--- src/logic/uie_defs.svh ---
`ifndef UIE_DEFS_SVH
`define UIE_DEFS_SVH
// Register offsets on the three-bit address port.
`define UIE_OFS_DATA      3'h0
`define UIE_OFS_IER       3'h1
`define UIE_OFS_ISR_FCR   3'h2
`define UIE_OFS_LCR       3'h3
`define UIE_OFS_MCR       3'h4
`define UIE_OFS_LSR       3'h5
`define UIE_OFS_MSR       3'h6
`define UIE_OFS_SCRATCH   3'h7
`define UIE_OFS_TRG       3'h0
`define UIE_OFS_FEATURE_CONTROL      3'h1
`define UIE_OFS_EFR       3'h2
`define UIE_OFS_CHAR_BASE 3'h4
// Line control value that opens the enhanced map.
`define UIE_LCR_ENHANCED  8'hBF
// Field positions.
`define UIE_LCR_DLAB      7
`define UIE_EFR_ENH       4
`define UIE_FCR_FIFO_EN   0
`define UIE_FCR_RX_RST    1
`define UIE_FCR_TX_RST    2
`define UIE_FEATURE_CONTROL_TX_SEL   7
// Masks of the extended bits that need the enhanced enable.
`define UIE_IER_EXT_MASK  8'hF0
`define UIE_FCR_EXT_MASK  8'h30
`define UIE_MCR_EXT_MASK  8'hE0
// Reset values.
`define UIE_RST_BYTE      8'h00
`define UIE_RST_TRIG      8'h01
`endif

--- src/logic/uie_pkg.sv ---
package uie_pkg;
  // Interrupt source codes shown in the low nibble of the status register.
  typedef enum logic [3:0] {
    UIE_ISR_LINE = 4'h6,
    UIE_ISR_RXRDY = 4'h4,
    UIE_ISR_TXRDY = 4'h2,
    UIE_ISR_MODEM = 4'h0,
    UIE_ISR_NONE = 4'h1
  } uie_isr_code_t;
endpackage

--- src/logic/uie_irq_if.sv ---
`timescale 1ns/1ns
interface uie_irq_if #(parameter int FILL_W = 8);
  logic                  fifo_en;
  logic [3:0]            ier_low;
  logic [FILL_W-1:0]     rx_fill;
  logic [FILL_W-1:0]     rx_trig;
  logic [FILL_W-1:0]     tx_fill;
  logic [FILL_W-1:0]     tx_trig;
  logic                  line_err;
  logic                  modem_evt;
  logic                  isr_read;
  logic                  thr_write;
  uie_pkg::uie_isr_code_t code;
  logic                  irq;
  modport regs (output fifo_en, ier_low, rx_fill, rx_trig, tx_fill, tx_trig, line_err,
                output modem_evt, isr_read, thr_write, input code, irq);
  modport eval (input fifo_en, ier_low, rx_fill, rx_trig, tx_fill, tx_trig, line_err,
                input modem_evt, isr_read, thr_write, output code, irq);
endinterface

--- src/logic/uie_irq.sv ---
`timescale 1ns/1ns
module uie_irq (
  // Clock and reset.
  input  wire logic clock,
  input  wire logic resetn,
  // Link to the register file.
  uie_irq_if.eval   bus
);
  logic                   tx_cond_reg, tx_cond_next;
  logic                   ier1_reg, ier1_next;
  logic                   tx_flag_reg, tx_flag_next;
  logic                   irq_reg, irq_next;
  uie_pkg::uie_isr_code_t code_reg, code_next;
  logic                   rx_src, tx_src, ls_src, ms_src, tx_cond;

  // Gate each source with its enable and pick the highest pending one.
  always_comb begin
    tx_cond = bus.fifo_en ? (bus.tx_fill < bus.tx_trig) : (bus.tx_fill == '0);
    rx_src = bus.ier_low[0] & (bus.fifo_en ? (bus.rx_fill >= bus.rx_trig)
                                           : (bus.rx_fill != '0));
    ls_src = bus.ier_low[2] & bus.line_err;
    ms_src = bus.ier_low[3] & bus.modem_evt;
    tx_src = bus.ier_low[1] & tx_flag_reg;
    tx_cond_next = tx_cond;
    ier1_next = bus.ier_low[1];
    tx_flag_next = tx_flag_reg;
    // A fresh empty event wins over a clear in the same cycle.
    if ((tx_cond & ~tx_cond_reg) | (bus.ier_low[1] & ~ier1_reg & tx_cond)) begin
      tx_flag_next = 1'b1;
    end else if ((bus.isr_read & (code_reg == uie_pkg::UIE_ISR_TXRDY)) | bus.thr_write) begin
      tx_flag_next = 1'b0;
    end
    if (ls_src) begin
      code_next = uie_pkg::UIE_ISR_LINE;
    end else if (rx_src) begin
      code_next = uie_pkg::UIE_ISR_RXRDY;
    end else if (tx_src) begin
      code_next = uie_pkg::UIE_ISR_TXRDY;
    end else if (ms_src) begin
      code_next = uie_pkg::UIE_ISR_MODEM;
    end else begin
      code_next = uie_pkg::UIE_ISR_NONE;
    end
    irq_next = ls_src | rx_src | tx_src | ms_src;
  end

  // State registers; the empty condition starts as seen so reset does not fire it.
  always_ff @(posedge clock) begin
    if (!resetn) begin
      tx_cond_reg <= 1'b1;
      ier1_reg    <= 1'b0;
      tx_flag_reg <= 1'b0;
      irq_reg     <= 1'b0;
      code_reg    <= uie_pkg::UIE_ISR_NONE;
    end else begin
      tx_cond_reg <= tx_cond_next;
      ier1_reg    <= ier1_next;
      tx_flag_reg <= tx_flag_next;
      irq_reg     <= irq_next;
      code_reg    <= code_next;
    end
  end

  assign bus.code = code_reg;
  assign bus.irq  = irq_reg;
endmodule // uie_irq

--- src/logic/uie_top.sv ---
// Summary of operation
// Interrupt enable gates sources into status register.
// Receive interrupt follows fill against trigger level.
// Status code shows receive level, clears below.
// Data ready sets on push, clears when empty.
// Host polls with FIFOs on, enables low.
// Overrun flag sets on receive overrun.
// Parity, framing, break flags follow head character.
// Holding-empty and all-empty transmit flags reported.
// Top flag shows error anywhere in FIFO.
// Bit 0 enables receive data interrupt.
// Bit 1 enables transmit ready interrupt.
// Enabling transmit interrupt while empty fires it.
// Line errors interrupt when enabled, immediately.
// Bit 3 enables modem status interrupt.
// Sleep enable writable only with enhanced enable.
// Extended bits accessible only with enhanced enable.
// Status bit 0 reads one when idle.
// Interrupt output follows any enabled pending source.
`timescale 1ns/1ns
`include "uie_defs.svh"
module uie_top #(
  parameter int         FILL_W   = 8,
  parameter logic [7:0] REV_CODE = 8'h01, // Arbitrary value.
  parameter logic [7:0] DEV_CODE = 8'h5A  // Arbitrary value.
) (
  // Clock and reset.
  input  wire logic              clock,
  input  wire logic              resetn,
  // Host register port pins.
  input  wire logic              cs_n,
  input  wire logic              rd_n,
  input  wire logic              wr_n,
  input  wire logic [2:0]        addr,
  input  wire logic [7:0]        data_in,
  output logic      [7:0]        data_out,
  output logic                   data_oe_n,
  output logic                   irq,
  // Receive datapath status.
  input  wire logic [7:0]        rx_data,
  input  wire logic [FILL_W-1:0] rx_fill,
  input  wire logic              rx_push,
  input  wire logic              rx_overrun,
  input  wire logic              rx_head_parity,
  input  wire logic              rx_head_framing,
  input  wire logic              rx_head_break,
  input  wire logic              rx_any_error,
  // Transmit datapath status.
  input  wire logic [FILL_W-1:0] tx_fill,
  input  wire logic              tx_shift_empty,
  // Modem status from the modem block.
  input  wire logic [7:0]        modem_status,
  input  wire logic              modem_evt,
  // Controls to the datapath.
  output logic                   rhr_read,
  output logic                   thr_write,
  output logic      [7:0]        thr_data,
  output logic                   rx_fifo_clr,
  output logic                   tx_fifo_clr,
  output logic                   fifo_enable,
  output logic                   sleep_enable,
  output logic      [7:0]        modem_control,
  output logic      [7:0]        enhanced_function,
  output logic      [7:0]        feature_control,
  output logic      [FILL_W-1:0] rx_trigger,
  output logic      [FILL_W-1:0] tx_trigger
);
  if (FILL_W < 8 || FILL_W > 16) begin : g_chk
    $error("FILL_W must lie between 8 and 16.");
  end

  // Pin synchronisers: the first stage feeds only the second.
  logic [2:0]  st1_reg, st2_reg, st3_reg;
  logic [10:0] pin1_reg, pin2_reg;
  always_ff @(posedge clock) begin
    if (!resetn) begin
      st1_reg  <= 3'h7;
      st2_reg  <= 3'h7;
      st3_reg  <= 3'h7;
      pin1_reg <= 11'h000;
      pin2_reg <= 11'h000;
    end else begin
      st1_reg  <= {cs_n, rd_n, wr_n};
      st2_reg  <= st1_reg;
      st3_reg  <= st2_reg;
      pin1_reg <= {addr, data_in};
      pin2_reg <= pin1_reg;
    end
  end

  logic       rd_evt, wr_evt;
  logic [2:0] a;
  logic [7:0] wd;
  // A strobe counts once, at its falling edge with chip select low.
  assign rd_evt = !st2_reg[2] && !st2_reg[1] && st3_reg[1];
  assign wr_evt = !st2_reg[2] && !st2_reg[0] && st3_reg[0];
  assign a  = pin2_reg[10:8];
  assign wd = pin2_reg[7:0];

  // Register state.
  logic [7:0]        ier_reg, ier_next, fcr_reg, fcr_next, lcr_reg, lcr_next;
  logic [7:0]        mcr_reg, mcr_next, efr_reg, efr_next, feature_control_reg, feature_control_next;
  logic [7:0]        scr_reg, scr_next, rdata_reg, rdata_next, thr_reg, thr_next;
  logic [7:0]        chars_reg [4];
  logic [7:0]        chars_next [4];
  logic [FILL_W-1:0] rxt_reg, rxt_next, txt_reg, txt_next;
  logic              dr_reg, dr_next, oe_reg, oe_next, oen_reg, oen_next;
  logic              rhr_rd_reg, rhr_rd_next, thr_wr_reg, thr_wr_next;
  logic              isr_rd_reg, isr_rd_next, lsr_rd_reg, lsr_rd_next;
  logic              rxc_reg, rxc_next, txc_reg, txc_next;
  logic              enh_map, dlab, ext_ok;
  logic [7:0]        line_status, isr_val;

  uie_irq_if #(.FILL_W(FILL_W)) ibus ();

  // Line status word built from live datapath flags and sticky bits.
  always_comb begin
    line_status = {rx_any_error,
                   (tx_fill == '0) & tx_shift_empty, (tx_fill == '0),
                   rx_head_break, rx_head_framing, rx_head_parity,
                   oe_reg, dr_reg};
    isr_val = {fcr_reg[`UIE_FCR_FIFO_EN], fcr_reg[`UIE_FCR_FIFO_EN], 2'b00, ibus.code};
  end

  function automatic logic [7:0] masked(input logic [7:0] old, input logic [7:0] nw,
                                        input logic [7:0] ext, input logic ok);
    masked = ok ? nw : ((old & ext) | (nw & ~ext));
  endfunction

  // Host access decode and register next values.
  always_comb begin
    enh_map = (lcr_reg == `UIE_LCR_ENHANCED);
    dlab    = lcr_reg[`UIE_LCR_DLAB];
    ext_ok  = efr_reg[`UIE_EFR_ENH];
    ier_next = ier_reg;
    fcr_next = fcr_reg;
    lcr_next = lcr_reg;
    mcr_next = mcr_reg;
    efr_next = efr_reg;
    feature_control_next = feature_control_reg;
    scr_next = scr_reg;
    thr_next = thr_reg;
    rxt_next = rxt_reg;
    txt_next = txt_reg;
    for (int i = 0; i < 4; i++) begin
      chars_next[i] = chars_reg[i];
    end
    rdata_next = rdata_reg;
    oen_next = st2_reg[2] | st2_reg[1];
    rhr_rd_next = 1'b0;
    thr_wr_next = 1'b0;
    isr_rd_next = 1'b0;
    lsr_rd_next = 1'b0;
    rxc_next = 1'b0;
    txc_next = 1'b0;
    if (wr_evt) begin
      if (a == `UIE_OFS_LCR) begin
        lcr_next = wd;
      end else if (enh_map) begin
        if (a == `UIE_OFS_TRG) begin
          if (feature_control_reg[`UIE_FEATURE_CONTROL_TX_SEL]) begin
            txt_next = FILL_W'(wd);
          end else begin
            rxt_next = FILL_W'(wd);
          end
        end else if (a == `UIE_OFS_FEATURE_CONTROL) begin
          feature_control_next = wd;
        end else if (a == `UIE_OFS_EFR) begin
          efr_next = wd;
        end else if (a >= `UIE_OFS_CHAR_BASE) begin
          chars_next[a[1:0]] = wd;
        end
      end else if (dlab) begin
        // Divisor latches live elsewhere; nothing is stored here.
      end else if (a == `UIE_OFS_DATA) begin
        thr_next = wd;
        thr_wr_next = 1'b1;
      end else if (a == `UIE_OFS_IER) begin
        ier_next = masked(ier_reg, wd, `UIE_IER_EXT_MASK, ext_ok);
      end else if (a == `UIE_OFS_ISR_FCR) begin
        // Other bits only take effect while the enable bit is written as one.
        fcr_next[`UIE_FCR_FIFO_EN] = wd[`UIE_FCR_FIFO_EN];
        if (wd[`UIE_FCR_FIFO_EN]) begin
          fcr_next = masked(fcr_reg, wd & 8'hF9, `UIE_FCR_EXT_MASK, ext_ok);
          rxc_next = wd[`UIE_FCR_RX_RST];
          txc_next = wd[`UIE_FCR_TX_RST];
        end
      end else if (a == `UIE_OFS_MCR) begin
        mcr_next = masked(mcr_reg, wd, `UIE_MCR_EXT_MASK, ext_ok);
      end else if (a == `UIE_OFS_SCRATCH) begin
        scr_next = wd;
      end
    end
    if (rd_evt) begin
      if (a == `UIE_OFS_LCR) begin
        rdata_next = lcr_reg;
      end else if (enh_map) begin
        if (a == `UIE_OFS_TRG) begin
          rdata_next = 8'(feature_control_reg[`UIE_FEATURE_CONTROL_TX_SEL] ? tx_fill : rx_fill);
        end else if (a == `UIE_OFS_FEATURE_CONTROL) begin
          rdata_next = feature_control_reg;
        end else if (a == `UIE_OFS_EFR) begin
          rdata_next = efr_reg;
        end else if (a >= `UIE_OFS_CHAR_BASE) begin
          rdata_next = chars_reg[a[1:0]];
        end else begin
          rdata_next = 8'h00;
        end
      end else if (dlab) begin
        if (a == `UIE_OFS_DATA) begin
          rdata_next = REV_CODE;
        end else if (a == `UIE_OFS_IER) begin
          rdata_next = DEV_CODE;
        end else begin
          rdata_next = 8'h00;
        end
      end else if (a == `UIE_OFS_DATA) begin
        rdata_next = rx_data;
        rhr_rd_next = 1'b1;
      end else if (a == `UIE_OFS_IER) begin
        rdata_next = ier_reg;
      end else if (a == `UIE_OFS_ISR_FCR) begin
        rdata_next = isr_val;
        isr_rd_next = 1'b1;
      end else if (a == `UIE_OFS_MCR) begin
        rdata_next = mcr_reg;
      end else if (a == `UIE_OFS_LSR) begin
        rdata_next = line_status;
        lsr_rd_next = 1'b1;
      end else if (a == `UIE_OFS_MSR) begin
        rdata_next = modem_status;
      end else begin
        rdata_next = scr_reg;
      end
    end
    // Hardware sets win over a clear in the same cycle.
    dr_next = rx_push ? 1'b1 : ((rx_fill == '0) ? 1'b0 : dr_reg);
    oe_next = rx_overrun ? 1'b1 : (lsr_rd_next ? 1'b0 : oe_reg);
  end

  // Register update.
  always_ff @(posedge clock) begin
    if (!resetn) begin
      ier_reg <= `UIE_RST_BYTE;
      fcr_reg <= `UIE_RST_BYTE;
      lcr_reg <= `UIE_RST_BYTE;
      mcr_reg <= `UIE_RST_BYTE;
      efr_reg <= `UIE_RST_BYTE;
      feature_control_reg <= `UIE_RST_BYTE;
      scr_reg <= `UIE_RST_BYTE;
      thr_reg <= `UIE_RST_BYTE;
      rdata_reg <= `UIE_RST_BYTE;
      for (int i = 0; i < 4; i++) begin
        chars_reg[i] <= `UIE_RST_BYTE;
      end
      rxt_reg <= FILL_W'(`UIE_RST_TRIG);
      txt_reg <= FILL_W'(`UIE_RST_TRIG);
      dr_reg <= 1'b0;
      oe_reg <= 1'b0;
      oen_reg <= 1'b1;
      rhr_rd_reg <= 1'b0;
      thr_wr_reg <= 1'b0;
      isr_rd_reg <= 1'b0;
      lsr_rd_reg <= 1'b0;
      rxc_reg <= 1'b0;
      txc_reg <= 1'b0;
    end else begin
      ier_reg <= ier_next;
      fcr_reg <= fcr_next;
      lcr_reg <= lcr_next;
      mcr_reg <= mcr_next;
      efr_reg <= efr_next;
      feature_control_reg <= feature_control_next;
      scr_reg <= scr_next;
      thr_reg <= thr_next;
      rdata_reg <= rdata_next;
      chars_reg <= chars_next;
      rxt_reg <= rxt_next;
      txt_reg <= txt_next;
      dr_reg <= dr_next;
      oe_reg <= oe_next;
      oen_reg <= oen_next;
      rhr_rd_reg <= rhr_rd_next;
      thr_wr_reg <= thr_wr_next;
      isr_rd_reg <= isr_rd_next;
      lsr_rd_reg <= lsr_rd_next;
      rxc_reg <= rxc_next;
      txc_reg <= txc_next;
    end
  end

  // Feed the interrupt evaluator.
  assign ibus.fifo_en   = fcr_reg[`UIE_FCR_FIFO_EN];
  assign ibus.ier_low   = ier_reg[3:0];
  assign ibus.rx_fill   = rx_fill;
  assign ibus.rx_trig   = rxt_reg;
  assign ibus.tx_fill   = tx_fill;
  assign ibus.tx_trig   = txt_reg;
  assign ibus.line_err  = |line_status[4:1];
  assign ibus.modem_evt = modem_evt;
  assign ibus.isr_read  = isr_rd_reg;
  assign ibus.thr_write = thr_wr_reg;

  uie_irq u_irq (
    .clock  (clock),
    .resetn (resetn),
    .bus    (ibus)
  );

  // Outputs straight from flops.
  assign data_out          = rdata_reg;
  assign data_oe_n         = oen_reg;
  assign irq               = ibus.irq;
  assign rhr_read          = rhr_rd_reg;
  assign thr_write         = thr_wr_reg;
  assign thr_data          = thr_reg;
  assign rx_fifo_clr       = rxc_reg;
  assign tx_fifo_clr       = txc_reg;
  assign fifo_enable       = fcr_reg[`UIE_FCR_FIFO_EN];
  assign sleep_enable      = ier_reg[4];
  assign modem_control     = mcr_reg;
  assign enhanced_function = efr_reg;
  assign feature_control   = feature_control_reg;
  assign rx_trigger        = rxt_reg;
  assign tx_trigger        = txt_reg;
endmodule // uie_top
--- config.mk ---
export PLATFORM = sky130hd
export DESIGN_NAME = uie_top
export DESIGN_NICKNAME = d
export VERILOG_FILES = /design/src/logic/uie_pkg.sv /design/src/logic/uie_irq_if.sv /design/src/logic/uie_irq.sv /design/src/logic/uie_top.sv
export VERILOG_INCLUDE_DIRS = /design/src /design/src/logic
export SDC_FILE = /design/constraint.sdc
export NUM_CORES = 1
export LEC_CHECK = 0
export BUFFER_PORTS_ARGS = -buffer_cell sky130_fd_sc_hd__buf_4
export CAP_MARGIN = 20
export CORE_MARGIN = 1.5
export CORE_UTILIZATION = 50
export DETAILED_ROUTE_END_ITERATION = 10
export GPL_TIMING_DRIVEN = 0
export HOLD_SLACK_MARGIN = 0.12
export PLACE_DENSITY = 0.72
export SLEW_MARGIN = 20
export SYNTH_ARGS = -nofsm -noshare
export SYNTH_HDL_FRONTEND = slang
export SYNTH_HIERARCHICAL = 1
export SYNTH_SLANG_ARGS = --single-unit
--- constraint.sdc ---
create_clock -name clock -period 5.4 [get_ports clock]
set_input_delay 1.35 -clock clock [delete_from_list [all_inputs] [get_ports clock]]
set_output_delay 1.35 -clock clock [all_outputs]
set_load 0.05 [all_outputs]
Yosys cells after proc, flatten, opt, wreduce, memory -nomap -nowiden
Cells that the tools add are included.
{"block": "totals", "ff_bits": 164, "in_bits": 56, "output_inout_bits": 64, "wordCells": 167}
{"block": "op_classes", "n_lt_le_gt_ge": 5, "eq_ne": 9, "n_mux": 52, "n_bitwise": 33, "reduce_logical": 33}
{"cell": "$mux W8", "n": 19}
{"cell": "$bwmux W32", "n": 1}
{"cell": "$mux W1", "n": 24}
{"cell": "$reduce_and A5 Y1", "n": 4}
{"cell": "$bmux W8 S2", "n": 1}
{"cell": "$demux W8 S2", "n": 1}
{"cell": "$logic_not A8 Y1", "n": 2}
{"cell": "$reduce_and A8 Y1", "n": 2}
{"cell": "$mux W7", "n": 2}
{"cell": "$not A1 Y1", "n": 14}
{"cell": "$reduce_and A7 Y1", "n": 2}
{"cell": "$eq A3 B3 Y1 const B", "n": 4}
{"cell": "$reduce_and A6 Y1", "n": 2}
{"cell": "$and A1 B1 Y1", "n": 9}
{"cell": "$mux W3", "n": 3}
{"cell": "$reduce_and A9 Y1", "n": 1}
{"cell": "$reduce_or A9 Y1", "n": 1}
{"cell": "$eq A8 B8 Y1 const B", "n": 1}
{"cell": "$ge A8 B8 Y1", "n": 1}
{"cell": "$lt A8 B8 Y1", "n": 1}
{"cell": "$or A8 B4 Y8", "n": 1}
{"cell": "$or A8 B5 Y8", "n": 1}
{"cell": "$reduce_bool A8 Y1", "n": 1}
{"cell": "$reduce_or A4 Y1", "n": 2}
{"cell": "other kinds (15)", "n": 32}

Depth between registers and ports, before layout
{"block": "depth", "word_depth": 12, "mapped_depth": 8, "ltp_nobuf": 6}

By module
Netlist, hierarchy kept.
{"mod": "uie_top", "n_inst": 1, "cells_each": 730, "area_per_inst_um2": 6520.0, "seq_area_each_um2": 3022.9}
{"mod": "uie_irq", "n_inst": 1, "cells_each": 89, "area_per_inst_um2": 721.9, "seq_area_each_um2": 140.1}

Worst setup path after synthesis
OpenSTA, ideal clock, no wires.
{"block": "synth_timing", "kind": "input -> register", "from": "input rx_fill[6]", "to": "register u_irq.code_reg[2], in the netlist u_irq/bus.code[2]", "setup_ns": 0.121, "arrival_time_ns": 2.302, "required_ns": 5.279, "setup_slack_ns": 2.977, "stages": 5, "path_buffers": 0, "cell_sequence": "ha_1 -> a21o_1 -> a221oi_2 -> o21a_2 -> o22ai_1"}
{"block": "synth_between", "elab_chain_cells": 5, "elab_cells_between_ends": 6, "classes_between": "1 x order compare; 3 x mux; 1 x bitwise; 1 x reduce/logical"}
{"item": "start: declaration", "line_no": "uie_top.sv:41", "text": "input wire logic [FILL_W-1:0] rx_fill,"}
{"item": "$ge A8 B8 Y1 or $reduce_bool A8 Y1 (tied branches)", "line_no": "uie_irq.sv:19, uie_irq.sv:20"}
{"item": "$mux W1 (*)", "line_no": "uie_irq.sv:19", "text": "rx_src = bus.ier_low[0] & (bus.fifo_en ? (bus.rx_fill >= bus.rx_trig)"}
{"item": "$and A1 B1 Y1 (*)", "line_no": "uie_irq.sv:19"}
{"item": "$mux W3 (*)", "line_no": "uie_irq.sv:35", "text": "end else if (rx_src) begin"}
{"item": "$mux W3 (*)", "line_no": "uie_irq.sv:33", "text": "if (ls_src) begin"}
{"item": "end signal: assignment", "line_no": "uie_irq.sv:54", "text": "code_reg <= uie_pkg::UIE_ISR_NONE;"}
{"item": "end signal: assignment", "line_no": "uie_irq.sv:60", "text": "code_reg <= code_next;"}
{"item": "end: declaration", "line_no": "uie_irq.sv:13", "text": "uie_pkg::uie_isr_code_t code_reg, code_next;"}
Mark *: on every way between the ends. The rest lies on a longest branch, timed or not.
A chain may end at the register's enable or synchronous reset.

Worst setup path in the final report
{"block": "layout_timing", "from": "register pin2_reg[10]", "to": "register chars_reg[31] in the netlist's numbering"}
{"block": "layout_between", "elab_chain_cells": 3, "elab_cells_between_ends": 10, "classes_between": "1 x order compare; 3 x eq/ne; 4 x bitwise; 2 x reduce/logical"}
{"item": "start: declaration", "line_no": "uie_top.sv:74", "text": "logic [10:0] pin1_reg, pin2_reg;"}
{"item": "start signal: assignment", "line_no": "uie_top.sv:87", "text": "pin2_reg <= pin1_reg;"}
{"item": "parallel branches: the longest is 2 deep, another holds $ge A3 B3 Y1"}
{"item": "$reduce_and A7 Y1 (no source line) (*)"}
{"item": "end signal: indexed assignment", "line_no": "uie_top.sv:254", "text": "chars_reg[i] <= `UIE_RST_BYTE;"}
{"item": "end signal: assignment", "line_no": "uie_top.sv:277", "text": "chars_reg <= chars_next;"}
{"item": "end: declaration", "line_no": "uie_top.sv:104", "text": "logic [7:0] chars_reg [4];"}
Every way passes the cells marked *.

==> summary.txt <==
Site Rows: 43
CP cell instances: buf_2, clkbuf_1, clkbuf_1, clkbuf_1, nand3_1, nand2_1, a21oi_1
final std cells w/o fill: 1,150
Power, Total: 2.614 mW
pin count of the biggest net entering global routing: 17
DR WL/cell: 21.39 microns
Synth Register Bits: 158
Skew-Pair Late Insertion Delay: 430 ps
Async SR Flop Fraction: 0%
compound-gate portion of the synthesized area: 13.46%
# diodes: 0
hold crit path type: reg2reg
syn nets: 890
Area growth syn-to-layout: 23.89%
crit-path most repeated cell: clkbuf_1
cts bufs inserted: 17
Vias/cell: 5.885
Total GRT Usage: 33.21%
critical register-to-register path startpoint: pin2_reg[10]
DR pass1 iterations: 5
final wirelength: 24,600 microns
Worst Skew: 9.823 ps
HP Start: st1_reg[2]
mux cell area share after synthesis: 13.49%
PD cells: 291.4 nW/um^2
H-tree depth: 4
Fin Setup TNS: 0 ps
Critical Path AT: 3170 ps
TritonCTS clock tree: yes
worst setup path startpoint: pin2_reg[10]
port bufs: 119
CP Max Fanout: 10
Mean Syn Cell Area: 8.842 sq um
Fillers: 1,217
Placer Congestion: 1.026
Synth Area in XOR/XNOR: 0%
Initial DRC Count: 731
main combinational cell family by area after synthesis: simple AND/OR/NAND/NOR gates
via count: 6,768
actual slew at the worst max-slew pin: 1019 ps
number of nets with antenna violations after routing: 0
area of the multi-input gates: 3754 sq um
die width: 123.4 microns
Min Clock Period, post-route: 2874 ps
die area: 15,220 sq um
Max VDD drop: 0.3749 mV
CP max stage cell: clkbuf_1
crit path kind: reg2reg
Yosys cell types: 64
clock slew at reported path FFs: 70 ps
Critical Path Source Type: flip-flop
first-pass GRT wire length: 36,580 microns
maxcap violations: 0
max FFs per register: 32
post-CTS setup buffer count: 0
nature of the critical path endpoint: flip-flop
Core Box Area: 13,990 sq um
Critical path buffers and inverters: 4
final setup vio count: 0
starting density of the core: 51.77%
Post-Synth Simple-Gate Area: 22.24%
Die Ht: 123.4 microns
layout cells sized above 1: 20.41%
register area: 3163 sq um
DRC violations left: 0
Slew Viols, Final: 0
# clock sinks: 158
Post-Synth Adder-Cell Area: 2.592%
Cells after DPL: 1,118
Detail Placement HPWL: 17,850 microns
Max Root-Sink Buffers: 2
Final Hold Violating Endpoints: 0
vias in the first global route: 6,152
initial antenna violation count: 0
Fmax achieved: 0.3479 GHz
status: finished, final reports clean
sequential fraction of the synthesis area: 43.68%
Total Nets Final: 1,028
EDFF count, synth: 0
Synthesis Warnings: 6
Syn Inst Count: 819
post-CTS sizing: 0
Post-CTS Hold Fix Bufs: 0
Top delay family on crit path: buffers and inverters
fin crit share: 53.23%
Remaining Overflow, GRT: 0
I/O pins: 120
Max-slew headroom: 32.04%
crit-path max cell delay: 540 ps
Syn Std Cell Area: 7242 sq um
Req. time, crit path: 5690 ps
RSZ-0062 raised after global routing: false
CTS root buffer: clkbuf_16
Post-synth top flop: dfxtp_1
Leakage: 3.569 nW
[path summary, 6_finish.rpt]
path	end	slack, ps	depth (start not counted)
max	chars_reg[31]	2530	7
min	st2_reg[2]	410	1
max reg2reg	chars_reg[31]	2530	7
min reg2reg	st2_reg[2]	410	1
[logic make-up after synthesis]
logic type,after synthesis
simple gates,327
flops,158
compound gates,149
mux,88
buf+inv,81
fa+ha+maj,15
other cells,1
[cell usage in the layout (no fill, tap or decap), types with 6 or more instances in the layout]
cell type / netlist / layout
a31oi_1: 6 / 6
nor2_1: 76 / 76
buf_2: 14 / 14
nor4_1: 10 / 10
a21oi_1: 63 / 63
nand2_1: 103 / 103
buf_4: 1 / 120
clkbuf_16: 0 / 17
and2_1: 28 / 28
a221oi_1: 12 / 12
inv_1: 21 / 21
dfxtp_1: 158 / 158
mux2i_1: 74 / 74
a22oi_1: 6 / 6
o21ai_0: 19 / 19
clkbuf_1: 39 / 39
o221ai_1: 7 / 7
and3_1: 9 / 9
nand2b_1: 28 / 28
mux4_2: 7 / 7
inv_6: 0 / 6
nor3_1: 10 / 10
mux2_2: 7 / 7
ha_1: 15 / 15
nand3b_1: 7 / 7
nand3_1: 30 / 30
[stage by stage]
step	util [%]	hold WS [ps]	setup WS, ps	area (sq um)
final	64.14	411.8	2526	8972
after global routing	64.14	429.3	2383	8972
after CTS	64.14	417.3	2646	8972
after detailed placement	59.77	397.2	2526	8361
after global placement	59.77	390.6	2543	8361
after floorplan	-	386.3	2977	7242
[cells in the mapped netlist, types with 4 or more instances]
cell type	n	area share [%]
a21oi_1	63	4.4
a221oi_1	12	1.5
a22oi_1	6	0.62
a31oi_1	6	0.52
and2_1	28	2.4
and3_1	9	0.78
buf_1	4	0.21
buf_2	14	0.97
clkbuf_1	39	2.0
dfxtp_1	158	44
ha_1	15	2.6
inv_1	21	1.1
mux2_2	7	1.1
mux2i_1	74	10
mux4_2	7	2.2
nand2_1	103	5.3
nand2b_1	28	2.4
nand3_1	30	2.1
nand3b_1	7	0.73
nand4_1	4	0.35
nor2_1	76	3.9
nor2b_1	4	0.35
nor3_1	10	0.69
nor4_1	10	0.86
o21ai_0	19	1.3
o221ai_1	7	0.85
[final cells by class]
type | count | share of cell area (%)
clock buffers | 20 | 5.202
repair buffers | 119 | 9.957
inverters | 23 | 0.9622
multi-input cells | 580 | 41.84
plain buffers | 58 | 2.664
flip-flops and latches | 158 | 35.25
clock inverters | 12 | 1.618
well taps | 180 | 2.510
[where the power goes]
group,internal [mW],switching (mW),leakage [nW]
Sequential,1.18,0.00783,1.28
Combinational,0.0723,0.119,1.99
Clock,0.730,0.508,0.301
[routing by layer]
metal  routed length [microns]  GRT usage (%)  vias to the layer above  share of wire, %
met5                         0              0                        -                 0
met4                      1051          13.65                        0               4.3
met3                      2648          10.06                       66                11
met2                     10830          50.28                      380                44
met1                     10070          44.18                     3170                41
li1                          -              -                     3152                 -
[worst reg2reg max path: cells and delay by family (launching register included)]
kind	cells	cell delay (ps)
buffers and inverters	4	1690
AND/OR/NAND/NOR	2	660
flip-flops	1	310
AO/OA/AOI/OAI	1	80
(Power assumes the default switching activity.)
